==> src/ubg_pkg.sv <==
// package: register map, field layout and reset values of the baud generator block
package ubg_pkg;
  // register word offsets on the plain register port
  localparam logic [3:0]  UBG_OFS_RX     = 4'h0;
  localparam logic [3:0]  UBG_OFS_TX     = 4'h1;
  localparam logic [3:0]  UBG_OFS_DIV    = 4'h2;
  localparam logic [3:0]  UBG_OFS_CTRL   = 4'h3;
  // field positions
  localparam int          UBG_NINTH_POS  = 8;
  localparam int          UBG_EN_POS     = 0;
  localparam int          UBG_FMT_LSB    = 1;
  // reset values
  localparam logic [15:0] UBG_DIV_RST    = 16'h0000;
  localparam logic [8:0]  UBG_RX_RST     = 9'h000;
  localparam logic [1:0]  UBG_FMT_RST    = 2'h0;
  // last oversample count of a bit (the generator runs at sixteen times the bit rate) and the 9-bit format code
  localparam logic [3:0]  UBG_OVS_LAST   = 4'hf;
  localparam logic [1:0]  UBG_FMT_NINE   = 2'h3;
endpackage : ubg_pkg

==> src/ubg_top.sv <==
// top: baud divisor, shared bit-rate tick and character data registers
// Notes on behaviour
// - a free-running 16-bit timer whose period is set by the divisor register.
// - bit rate is the instruction clock over 16 times (divisor plus one).
// - every 16-bit divisor works, down to the instruction clock over 16 times 65536.
// - any divisor write clears the baud timer at once.
// - the divisor register is 16 bits read/write and resets to zero.
// - the baud period counts instruction-cycle enables, not raw clock cycles.
// - received ninth bit reads back at bit 8 of the receive register in 9-bit format.
// - received low byte reads at bits 7 to 0, all reset to zero.
// - bits 15 to 9 of receive and transmit data registers read as zero.
// - the transmit data register is write-only with no readback.
// - the transmit ninth bit is taken from bit 8 of the written word in 9-bit format.
// - the transmit low byte is taken from bits 7 to 0 of the written word.
// - disabling resets the baud counter and empties buffers but keeps the divisor.
// - transmitter and receiver share one format and one bit rate.
//
// Strobed register access and the placing of the registers were decided locally.
`timescale 1ns/1ps
`default_nettype none
module ubg_top
  import ubg_pkg::*;
#(
  parameter int DIV_W = 16
) (
  // clock and reset
  input  wire logic        i_sys_clk,
  input  wire logic        i_rst_b,
  input  wire logic        i_cy_en,
  // register port
  input  wire logic [3:0]  i_reg_addr,
  input  wire logic [15:0] i_reg_wdata,
  input  wire logic        i_reg_wr,
  input  wire logic        i_reg_rd,
  output logic      [15:0] o_reg_rdata,
  // shared rate and format
  output logic             o_ovs_tick,
  output logic             o_bit_tick,
  output logic      [1:0]  o_fmt_sel,
  output logic             o_module_enable,
  output logic             o_buf_flush,
  // transmit buffer write port
  output logic             o_tx_push,
  output logic      [8:0]  o_tx_char,
  // receive buffer read port
  input  wire logic [8:0]  i_rx_char,
  input  wire logic        i_rx_valid,
  output logic             o_rx_pop
);
  // refuse widths that the fixed register layout cannot serve
  if (DIV_W != 16) begin : g_bad_width
    $error("divisor width must be 16");
  end

  logic [15:0] div_reg;
  logic        en_reg;
  logic [1:0]  fmt_reg;
  logic [8:0]  rx_reg;
  logic [8:0]  tx_reg;
  logic        push_reg;
  logic        pop_reg;
  logic [15:0] rdata_reg;
  logic [3:0]  ovs_reg;
  logic        en_d_reg;

  // decode
  wire wr_div  = i_reg_wr & (i_reg_addr == UBG_OFS_DIV);
  wire wr_tx   = i_reg_wr & (i_reg_addr == UBG_OFS_TX);
  wire wr_ctrl = i_reg_wr & (i_reg_addr == UBG_OFS_CTRL);
  wire rd_rx   = i_reg_rd & (i_reg_addr == UBG_OFS_RX);
  wire dis_evt = en_d_reg & ~en_reg;
  wire tmr_clr = wr_div | ~en_reg;
  wire tick16;
  wire nine    = (fmt_reg == UBG_FMT_NINE);
  // next words of the data registers, ninth bit kept only in 9-bit format
  wire [8:0] tx_next = {i_reg_wdata[UBG_NINTH_POS] & nine, i_reg_wdata[7:0]};
  wire [8:0] rx_next = {i_rx_char[8] & nine, i_rx_char[7:0]};

  // read mux, tx reads zero, unmapped reads zero
  logic [15:0] rdata_next;
  always_comb begin
    rdata_next = 16'h0000;
    unique case (i_reg_addr)
      UBG_OFS_RX:   rdata_next = {7'h00, rx_reg};
      UBG_OFS_TX:   rdata_next = 16'h0000;
      UBG_OFS_DIV:  rdata_next = div_reg;
      UBG_OFS_CTRL: rdata_next = {13'h0000, fmt_reg, en_reg};
      default:      rdata_next = 16'h0000;
    endcase
  end

  // baud timer, stepped by the instruction-cycle enable
  ubg_tick_div #(.WIDTH(DIV_W)) i_ubg_tick_div (
    .i_sys_clk (i_sys_clk),
    .i_rst_b   (i_rst_b),
    .i_clear   (tmr_clr),
    .i_step    (i_cy_en),
    .i_limit   (div_reg),
    .o_tick    (tick16)
  );

  // divisor register, kept across a disable
  always_ff @(posedge i_sys_clk or negedge i_rst_b) begin
    if (!i_rst_b) begin
      div_reg <= UBG_DIV_RST;
    end else if (wr_div) begin
      div_reg <= i_reg_wdata;
    end
  end

  // control register: enable bit, its delayed copy and format
  always_ff @(posedge i_sys_clk or negedge i_rst_b) begin
    if (!i_rst_b) begin
      en_reg   <= 1'b0;
      en_d_reg <= 1'b0;
      fmt_reg  <= UBG_FMT_RST;
    end else begin
      en_d_reg <= en_reg;
      if (wr_ctrl) begin
        en_reg  <= i_reg_wdata[UBG_EN_POS];
        fmt_reg <= i_reg_wdata[UBG_FMT_LSB +: 2];
      end
    end
  end

  // read data, taken on a read strobe and held until the next one
  always_ff @(posedge i_sys_clk or negedge i_rst_b) begin
    if (!i_rst_b) begin
      rdata_reg <= 16'h0000;
    end else if (i_reg_rd) begin
      rdata_reg <= rdata_next;
    end
  end

  // transmit word, loaded on any transmit write, and its one-cycle push, refused while disabled
  always_ff @(posedge i_sys_clk or negedge i_rst_b) begin
    if (!i_rst_b) begin
      tx_reg   <= 9'h000;
      push_reg <= 1'b0;
    end else begin
      push_reg <= wr_tx & en_reg;
      if (wr_tx) begin
        tx_reg <= tx_next;
      end
    end
  end

  // receive word, loaded at each pop and zeroed while disabled
  always_ff @(posedge i_sys_clk or negedge i_rst_b) begin
    if (!i_rst_b) begin
      rx_reg  <= UBG_RX_RST;
      pop_reg <= 1'b0;
    end else begin
      pop_reg <= rd_rx & i_rx_valid & en_reg;
      if (!en_reg) begin
        rx_reg <= UBG_RX_RST;
      end else if (rd_rx && i_rx_valid) begin
        rx_reg <= rx_next;
      end
    end
  end

  // oversample counter, one bit tick per sixteen ticks
  always_ff @(posedge i_sys_clk or negedge i_rst_b) begin
    if (!i_rst_b) begin
      ovs_reg <= 4'h0;
    end else if (tmr_clr) begin
      ovs_reg <= 4'h0;
    end else if (tick16) begin
      ovs_reg <= ovs_reg + 4'h1;
    end
  end

  // outputs
  assign o_reg_rdata     = rdata_reg;
  assign o_ovs_tick      = tick16;
  assign o_bit_tick      = tick16 & (ovs_reg == UBG_OVS_LAST);
  assign o_fmt_sel       = fmt_reg;
  assign o_module_enable = en_reg;
  assign o_buf_flush     = dis_evt | ~en_reg;
  assign o_tx_push       = push_reg;
  assign o_tx_char       = tx_reg;
  assign o_rx_pop        = pop_reg;

  // divisor write restarts the timer, so no tick in the next cycle for a nonzero divisor
  property p_div_clear;
    @(posedge i_sys_clk) disable iff (!i_rst_b)
      (wr_div && i_reg_wdata != 16'h0000) |=> !o_ovs_tick;
  endproperty
  a_div_clear: assert property (p_div_clear) else $error("tick right after divisor write");

  property p_zero_div;
    @(posedge i_sys_clk) disable iff (!i_rst_b)
      (div_reg == 16'h0000 && en_reg && i_cy_en && !tmr_clr) |-> o_ovs_tick;
  endproperty
  a_zero_div: assert property (p_zero_div) else $error("divisor zero must tick every enable");

  property p_no_step;
    @(posedge i_sys_clk) disable iff (!i_rst_b)
      !i_cy_en |-> !o_ovs_tick;
  endproperty
  a_no_step: assert property (p_no_step) else $error("tick without cycle enable");

  property p_disabled;
    @(posedge i_sys_clk) disable iff (!i_rst_b)
      !en_reg |-> (!o_ovs_tick && o_buf_flush);
  endproperty
  a_disabled: assert property (p_disabled) else $error("activity while disabled");

  property p_keep_div;
    @(posedge i_sys_clk) disable iff (!i_rst_b)
      (!wr_div) |=> (div_reg == $past(div_reg));
  endproperty
  a_keep_div: assert property (p_keep_div) else $error("divisor changed without write");

  property p_tx_rd;
    @(posedge i_sys_clk) disable iff (!i_rst_b)
      (i_reg_rd && i_reg_addr == UBG_OFS_TX) |=> (o_reg_rdata == 16'h0000);
  endproperty
  a_tx_rd: assert property (p_tx_rd) else $error("transmit register read back data");

  property p_rx_hi;
    @(posedge i_sys_clk) disable iff (!i_rst_b)
      (i_reg_rd && i_reg_addr == UBG_OFS_RX) |=> (o_reg_rdata[15:9] == 7'h00);
  endproperty
  a_rx_hi: assert property (p_rx_hi) else $error("receive upper bits not zero");

  property p_tx_data;
    @(posedge i_sys_clk) disable iff (!i_rst_b)
      (wr_tx && en_reg) |=> (o_tx_push && o_tx_char[7:0] == $past(i_reg_wdata[7:0]));
  endproperty
  a_tx_data: assert property (p_tx_data) else $error("transmit byte not forwarded");

  property p_bit_tick;
    @(posedge i_sys_clk) disable iff (!i_rst_b)
      o_bit_tick |-> o_ovs_tick;
  endproperty
  a_bit_tick: assert property (p_bit_tick) else $error("bit tick off oversample grid");

  // no tick in the cycle that writes the divisor
  property p_div_wr_tick;
    @(posedge i_sys_clk) disable iff (!i_rst_b)
      wr_div |-> !o_ovs_tick;
  endproperty
  a_div_wr_tick: assert property (p_div_wr_tick) else $error("tick in divisor write cycle");

  // oversample count restarts with the timer
  property p_ovs_clear;
    @(posedge i_sys_clk) disable iff (!i_rst_b)
      tmr_clr |=> (ovs_reg == 4'h0);
  endproperty
  a_ovs_clear: assert property (p_ovs_clear) else $error("oversample count not restarted");

  // divisor write lands whole
  property p_div_load;
    @(posedge i_sys_clk) disable iff (!i_rst_b)
      wr_div |=> (div_reg == $past(i_reg_wdata));
  endproperty
  a_div_load: assert property (p_div_load) else $error("divisor write lost");

  // divisor reads back over its full width
  property p_div_rd;
    @(posedge i_sys_clk) disable iff (!i_rst_b)
      (i_reg_rd && i_reg_addr == UBG_OFS_DIV) |=> (o_reg_rdata == $past(div_reg));
  endproperty
  a_div_rd: assert property (p_div_rd) else $error("divisor read back wrong");

  // receive read returns the held character
  property p_rx_rd;
    @(posedge i_sys_clk) disable iff (!i_rst_b)
      rd_rx |=> (o_reg_rdata[8:0] == $past(rx_reg));
  endproperty
  a_rx_rd: assert property (p_rx_rd) else $error("receive read wrong");

  // ninth received bit kept in 9-bit format
  property p_rx_ninth;
    @(posedge i_sys_clk) disable iff (!i_rst_b)
      (rd_rx && i_rx_valid && en_reg && nine) |=> (rx_reg[8] == $past(i_rx_char[8]));
  endproperty
  a_rx_ninth: assert property (p_rx_ninth) else $error("received ninth bit lost");

  // ninth transmit bit forwarded in 9-bit format
  property p_tx_ninth;
    @(posedge i_sys_clk) disable iff (!i_rst_b)
      (wr_tx && nine) |=> (o_tx_char[8] == $past(i_reg_wdata[8]));
  endproperty
  a_tx_ninth: assert property (p_tx_ninth) else $error("transmit ninth bit lost");

  // a read of a waiting character pops it
  property p_pop;
    @(posedge i_sys_clk) disable iff (!i_rst_b)
      (rd_rx && i_rx_valid && en_reg) |=> o_rx_pop;
  endproperty
  a_pop: assert property (p_pop) else $error("receive read did not pop");

  // no push while disabled
  property p_dis_push;
    @(posedge i_sys_clk) disable iff (!i_rst_b)
      !en_reg |=> !o_tx_push;
  endproperty
  a_dis_push: assert property (p_dis_push) else $error("push while disabled");

  // receive word emptied while disabled
  property p_dis_rx;
    @(posedge i_sys_clk) disable iff (!i_rst_b)
      !en_reg |=> (rx_reg == UBG_RX_RST);
  endproperty
  a_dis_rx: assert property (p_dis_rx) else $error("receive word kept while disabled");
endmodule // ubg_top
`default_nettype wire

==> src/ubg_tick_div.sv <==
// free-running divider that pulses once per (limit + 1) enabled cycles
`timescale 1ns/1ps
`default_nettype none
module ubg_tick_div #(
  parameter int WIDTH = 16
) (
  // clock and reset
  input  wire logic             i_sys_clk,
  input  wire logic             i_rst_b,
  // control
  input  wire logic             i_clear,
  input  wire logic             i_step,
  input  wire logic [WIDTH-1:0] i_limit,
  // tick
  output logic                  o_tick
);
  // refuse a width that leaves no counter
  if (WIDTH < 1) begin : g_bad_width
    $error("width must be at least one");
  end

  logic [WIDTH-1:0] count_reg;
  logic [WIDTH-1:0] count_next;
  wire              at_limit = (count_reg >= i_limit);

  // reload to zero at the limit, otherwise count up
  assign count_next = at_limit ? '0 : count_reg + WIDTH'(1);
  assign o_tick     = i_step & at_limit & ~i_clear;

  // counter, cleared at once by i_clear
  always_ff @(posedge i_sys_clk or negedge i_rst_b) begin
    if (!i_rst_b) begin
      count_reg <= '0;
    end else if (i_clear) begin
      count_reg <= '0;
    end else if (i_step) begin
      count_reg <= count_next;
    end
  end
endmodule // ubg_tick_div
`default_nettype wire

==> config.mk <==
export PLATFORM = sky130hd
export DESIGN_NAME = ubg_top
export DESIGN_NICKNAME = d
export VERILOG_FILES = /design/src/ubg_pkg.sv /design/src/ubg_top.sv /design/src/ubg_tick_div.sv
export SDC_FILE = /design/constraint.sdc
export NUM_CORES = 1
export LEC_CHECK = 0
export ABC_AREA = 1
export BUFFER_PORTS_ARGS = -buffer_cell sky130_fd_sc_hd__clkbuf_2
export CAP_MARGIN = 30
export CORE_ASPECT_RATIO = 1.75
export CORE_MARGIN = 5
export CORE_UTILIZATION = 45
export CTS_CLUSTER_SIZE = 16
export DETAILED_ROUTE_END_ITERATION = 8
export PLACE_DENSITY = 0.7
export SYNTH_ARGS = -nofsm -noshare
export SYNTH_HDL_FRONTEND = slang
export SYNTH_SLANG_ARGS = --single-unit
export TNS_END_PERCENT = 100
==> constraint.sdc <==
create_clock -name i_sys_clk -period 2.2 [get_ports i_sys_clk]
set_input_delay 0.44 -clock i_sys_clk [delete_from_list [all_inputs] [get_ports i_sys_clk]]
set_output_delay 0.44 -clock i_sys_clk [all_outputs]
set_load 0.03 [all_outputs]
==> qor.yml, run 1 <==
status:
  run_status: "finished, violations left"
  violations: "setup timing"
synth:
  avgSynthCellArea_sq_um: 8.48
  synth_nets: 496
  synth.distinct_cells: 32
  netlist_area_sq_um: 3760
  synthCells: 443
  synth_seq_cells: 75
  yosysWarnings: 0
  synth_seq_area_share_pct: 49.9
floorplanning:
  coreArea_sq_um: 8260
  rows: 44
  die_y_um: 131
  io_pins: 68
  start_util_pct: 45.5
  die_x_um: 79.1
  fp.dieArea_sq_um: 10400
cts:
  clk_pin_slew_ps: 60
  tritoncts: "built"
  clockBufferDepth: 2
  clock-sinks: 75
  clk_root_buffer_cell: "clkbuf_16"
  cts_htree_levels: 3
  clk_latency_ps: 330
  cts_made_buffers: 9
worst_setup_path:
  crit_fanout: 3
  r2r_start: "i_ubg_tick_div.count_reg[11]"
  cp_slowest_cell: "dfrtp_1"
  endpoint_kind: "output port"
  cp_common_cell: "nand2_2"
  startpoint: "div_reg[0]"
  crit_arrival_ps: 1960
  startpoint_type: "flip-flop"
  critPathKind: "reg2out"
  critPathMaxStageDelay_ps: 400
  worstPathCellList: "ha_1 > nand2_2 > nor2_2 > nor2_1 > nand2_1 > nand2_1 > nand2_2 > nand2_2 > nand2_2 > nand2_2 > nor3_2 > clkbuf_8"
  crit_required_ps: 1760
timing:
  rsz0062_at_grt: "true"
  worst_slack_ps: -204
  fmax_mhz: 416
  post-route-period-util_pct: 109
  post-route-min-period_ps: 2400
  slew_viol_final: 0
  setup_violations: 2
  final_hold_viol_count: 0
  tightest_slew_ps: 648
  skew_ps: 5.65
  maxSlewHeadroom_pct: 56.8
power_and_ir_drop:
  ir_worst_vdd_mv: 0.580
  p_leak_nw: 2.43
  p_per_area_nw_per_um2: 804
  p_total_mw: 3.85
place:
  dp_hpwl_um: 6710
  gp_congestion: 0.843
  io_buffers: 67
  dp_cells: 604
routing:
  wl_per_cell_um: 14.6
  routed_wl_um: 9180
  first_pass_iters: 5
  antenna_left: 0
  drt_iter0_drc: 189
  via_count: 3204
  routed_via_density: 5.09
  drc: 0
cells_and_area:
  layout_common_cells: "nand2_1, dfrtp_1, clkbuf_2"
  final_net_count: 586
  final_cells: 630
  fillCellCount: 773
  layout_commonest_cell: "nand2_1"
  diodes: 0
  final_util_pct: 58.0
  drive_gt1_share_pct: 27.3
  syn_to_final_growth_pct: 27.5
flow_run:
  max_cap_viol_count: 0
global_routing:
  grt.met2_usage_pct: 35.3
  grtUsageMet3_pct: 3.43
  first_global_vias: 3312
  antenna_found_initial: 0
  grtUsageTotal_pct: 18.9
  grt_max_degree: 76
  grt_pass1_wl_um: 15200
  busiest_layer: "met2"
  overflow: 0
  grt_use_met1_pct: 20.6
hold_path:
  worstHoldPathType: "in2async"
-- path summary, 6_finish.rpt --
path                                                to  slack [ps]  cells after the start
min                                       o_tx_char[2]         140                      2
max                                         o_bit_tick        -200                     12
min in group i_sys_clk                       rx_reg[0]         310                      3
min reg2reg                             o_reg_rdata[1]         470                      2
max reg2reg                i_ubg_tick_div.count_reg[2]         130                     11
max in group asynchronous               o_reg_rdata[4]        1730                      2
-- logic make-up (layout without fill, tap and decap cells) --
kind of cell / count (synthesis) / in the layout / share of synthesized area [%]
AOI/OAI and AO/OA: 63 / 63 / 9.39
adders and majority gates: 18 / 18 / 5.99
DFF: 75 / 75 / 49.9
xor gates and xnor gates: 12 / 12 / 2.80
buffers and inverters: 71 / 166 / 7.69
and+or+nand+nor: 204 / 204 / 24.2
-- where the power goes --
group	internal, mW	leakage [nW]	switching [mW]	total [mW]
registers	1.51	1.00	0.0808	1.59
clock network	0.938	0.153	0.545	1.48
logic	0.257	1.28	0.519	0.776
total	2.71	2.43	1.15	3.85
-- critical path, delay by kind of cell (launching register included) --
family	cells	cell delay, ps
fa+ha+maj	1	310
simple gates	10	730
flops	1	400
buf+inv	1	180
-- cells in the mapped netlist --
cell type	instances	area, sq um
inv_2	3	11.3
o31ai_1	7	52.6
nor4_2	1	12.5
ha_1	18	225
buf_2	3	15.0
nand2_2	2	12.5
nor2_4	3	33.8
nand3b_1	1	7.51
o21a_1	1	7.51
nand3_4	2	35.0
clkbuf_1	5	18.8
buf_6	1	11.3
xor2_1	8	70.1
clkinv_1	1	3.75
inv_1	57	214
nand2_1	134	503
nor2_2	1	6.26
nand4_1	6	37.5
o221ai_1	2	17.5
o22ai_1	8	50.1
nor3_1	4	20.0
nor2_1	27	101
dfrtp_1	75	1880
xnor2_1	4	35.0
buf_8	1	15.0
nand3_1	18	90.1
nand3_2	2	20.0
o21ai_0	38	190
nor4_1	1	6.26
a21oi_1	7	35.0
nand4_2	1	12.5
nand2_4	1	11.3
-- stage by stage --
| step | TNS, ps | setup slack [ps] | hold WS (ps) | cell area (sq um) |
|---|---|---|---|---|
| 5_1_grt | -612 | -333 | 181 | 4790 |
| 3_3_place_gp | 0 | 76.9 | 463 | 4260 |
| 3_5_place_dp | 0 | 1.70 | 467 | 4260 |
| 2_1_floorplan | 0 | 100 | 144 | 3760 |
| 6_report | -341 | -204 | 136 | 4790 |
| 4_1_cts | -293 | -157 | 166 | 4710 |
-- per-layer routing --
layer	part of all wire, %	vias to the layer above	wire length, um
li1	-	1600	-
met2	57	69	5200
met1	37	1517	3440
met5	0	-	0
met3	3.6	18	333
met4	2.3	0	208
-- cell type report --
cell class / instances / area, sq um / area share, %
inverters: 61 / 231 / 4.83
repair buffers: 89 / 531 / 11.1
multi-input cells: 297 / 1730 / 36.1
well taps: 92 / 115 / 2.40
flip-flops and latches: 75 / 1880 / 39.2
clock buffers: 12 / 256 / 5.35
clock inverters: 4 / 48.8 / 1.02
-- what timing repair did --
item,4_1_cts,5_1_grt
hold buffers,0,0
pin swaps,2,9
gates resized for setup,20,14
setup buffers,7,3
setup endpoints to repair,2,14
No activity file was read; power rests on OpenSTA's default activity.
==> inputs of run 2 (changes only) <==
CORE_UTILIZATION = 40   (was 45)
PLACE_DENSITY = 0.63   (was 0.7)
==> run 2 against run 1 <==
Against the previous run: the flow still finishes with violations (setup timing); via count down 0.41%; sequential power about the same; worst hold slack worse by 8.4 ps; power down 4.4%; cell count up 4.3%; sequential cell count unchanged; routed wire length up 3.0%; design area down 0.44%; non-clock buffer count down 1; combinational power down 5.8%; sequential share of layout area up 0.20 points; critical endpoint unchanged.
==> qor.yml, run 2 (same netlist as run 1, synthesis figures left out) <==
worst_setup_path:
  r2r_start: "i_ubg_tick_div.count_reg[1]"
  crit_required_ps: 1760
  cp_top_family: "simple AND/OR/NAND/NOR gates"
  startpoint_type: "flip-flop"
  crit_arrival_ps: 1890
  critPathKind: "reg2out"
  endpoint_kind: "output port"
  cp_common_cell: "nand2_1"
  startpoint: "i_ubg_tick_div.count_reg[1]"
  crit_fanout: 2
  worstPathCellList: "ha_4 > nand2_2 > nor2_1 > nor2_1 > nand2_1 > nand2_1 > nand2_1 > nand2_2 > nand2_4 > nand2_4 > nor3_4 > clkbuf_8"
  path_buf_inv: 1
  critPathMaxStageDelay_ps: 420
  cp_slowest_cell: "dfrtp_1"
global_routing:
  grtUsageTotal_pct: 17.5
  overflow: 0
  antenna_found_initial: 0
  grt_max_degree: 30
  first_global_vias: 3358
  grt_pass1_wl_um: 16100
  grt.met2_usage_pct: 32.3
  grt_use_met1_pct: 18.4
  grtUsageMet3_pct: 3.39
  busiest_layer: "met2"
floorplanning:
  io_pins: 68
  coreArea_sq_um: 9150
  die_x_um: 83.3
  fp.dieArea_sq_um: 11500
  rows: 46
  die_y_um: 138
  start_util_pct: 41.1
cts:
  clock-sinks: 75
  cts_made_buffers: 9
  cts_htree_levels: 3
  clk_pin_slew_ps: 60
  tritoncts: "built"
  clk_latency_ps: 340
  clockBufferDepth: 2
  clk_root_buffer_cell: "clkbuf_16"
  hold_buffers: 0
routing:
  antenna_left: 0
  first_pass_iters: 4
  via_count: 3191
  drt_iter0_drc: 114
  drc: 0
  routed_via_density: 4.86
  wl_per_cell_um: 14.4
  routed_wl_um: 9460
timing:
  setup_violations: 2
  fmax_mhz: 429
  post-route-min-period_ps: 2330
  skew_ps: 7.02
  worst_slack_ps: -133
  rsz0062_at_grt: "true"
  tightest_slew_ps: 700
  slew_viol_final: 0
  final_hold_viol_count: 0
  post-route-period-util_pct: 106
  maxSlewHeadroom_pct: 53.3
place:
  gp_congestion: 0.918
  dp_hpwl_um: 7270
  place_area_sq_um: 4330
  io_buffers: 67
cells_and_area:
  diodes: 0
  syn_to_final_growth_pct: 26.9
  final_net_count: 585
  layout_common_cells: "nand2_1, dfrtp_1, clkbuf_2"
  layout_commonest_cell: "nand2_1"
  fin_area_sq_um: 4770
  drive_gt1_share_pct: 26.1
power_and_ir_drop:
  p_per_area_nw_per_um2: 772
  netSwitchingFraction_pct: 31.7
  p_leak_nw: 2.44
  pwr-share-seq_pct: 43.4
  p_total_mw: 3.68
  combPwrFrac_pct: 19.9
  ir_worst_vdd_mv: 0.473
  p_int_mw: 2.51
  power_frac_clock_pct: 36.7
  p_sw_mw: 1.17
status:
  run_status: "finished, violations left"
  violations: "setup timing"
flow_run:
  max_cap_viol_count: 0
hold_path:
  worstHoldPathType: "in2async"
-- run 2: cell count changes in the layout (fill, tap and decap cells not counted), moves of 2 or more --
cell	change
clkbuf_8	-3
nor2_2	-4
nand2_2	-2
nor2_1	+3
nand2_1	+2
-- run 2: timing repair --
item | in CTS | in global routing
endpoints found under the setup margin | 2 | 2
pin swaps | 6 | 10
gates resized for setup | 19 | 10
setup buffers | 4 | 2
-- run 2: worst paths after layout --
| kind | endpoint | slack (ps) | cells past startpoint |
|---|---|---|---|
| min reg2reg | o_reg_rdata[11] | 480 | 2 |
| max | o_bit_tick | -130 | 12 |
| min in group i_sys_clk | rx_reg[0] | 300 | 3 |
| max reg2reg | i_ubg_tick_div.count_reg[3] | 320 | 13 |
| min | o_fmt_sel[0] | 130 | 1 |
| max in group asynchronous | rx_reg[7] | 1470 | 2 |
-- run 2: power groups by stage --
stage / clock network [mW] / registers [mW] / logic [mW]
after CTS: 1.38 / 1.60 / 0.721
after floorplan: 0 / 1.70 / 0.355
after global placement: 0 / 1.61 / 0.681
after global routing: 1.43 / 1.62 / 0.824
after detailed placement: 0 / 1.62 / 0.692
final: 1.35 / 1.60 / 0.731
-- run 2: layer usage --
metal / routed length [um] / share of wire [%]
met3: 263 / 2.8
met4: 330 / 3.5
met5: 0 / 0
met2: 5190 / 55
met1: 3670 / 39
-- run 2: layout make-up --
type / count / area (sq um)
Clock buffer: 10 / 229
Sequential cell: 75 / 1880
Multi-Input combinational cell: 297 / 1710
Timing Repair Buffer: 88 / 529
Fill cell: 875 / 4380
Inverter: 61 / 229
Tap cell: 120 / 150
Clock inverter: 6 / 41.3
-- run 2: per-stage QoR --
stage,hold WS (ps),setup slack [ps],cells,TNS (ps),utilization [%]
finish,128,-133,657,-244,52.1
CTS,153,-192,655,-315,51.6
global placement,464,81.3,635,0,47.3
floorplan,144,100,443,0,-
global route,172,-241,657,-447,52.1
detailed placement,469,70.2,635,0,47.3
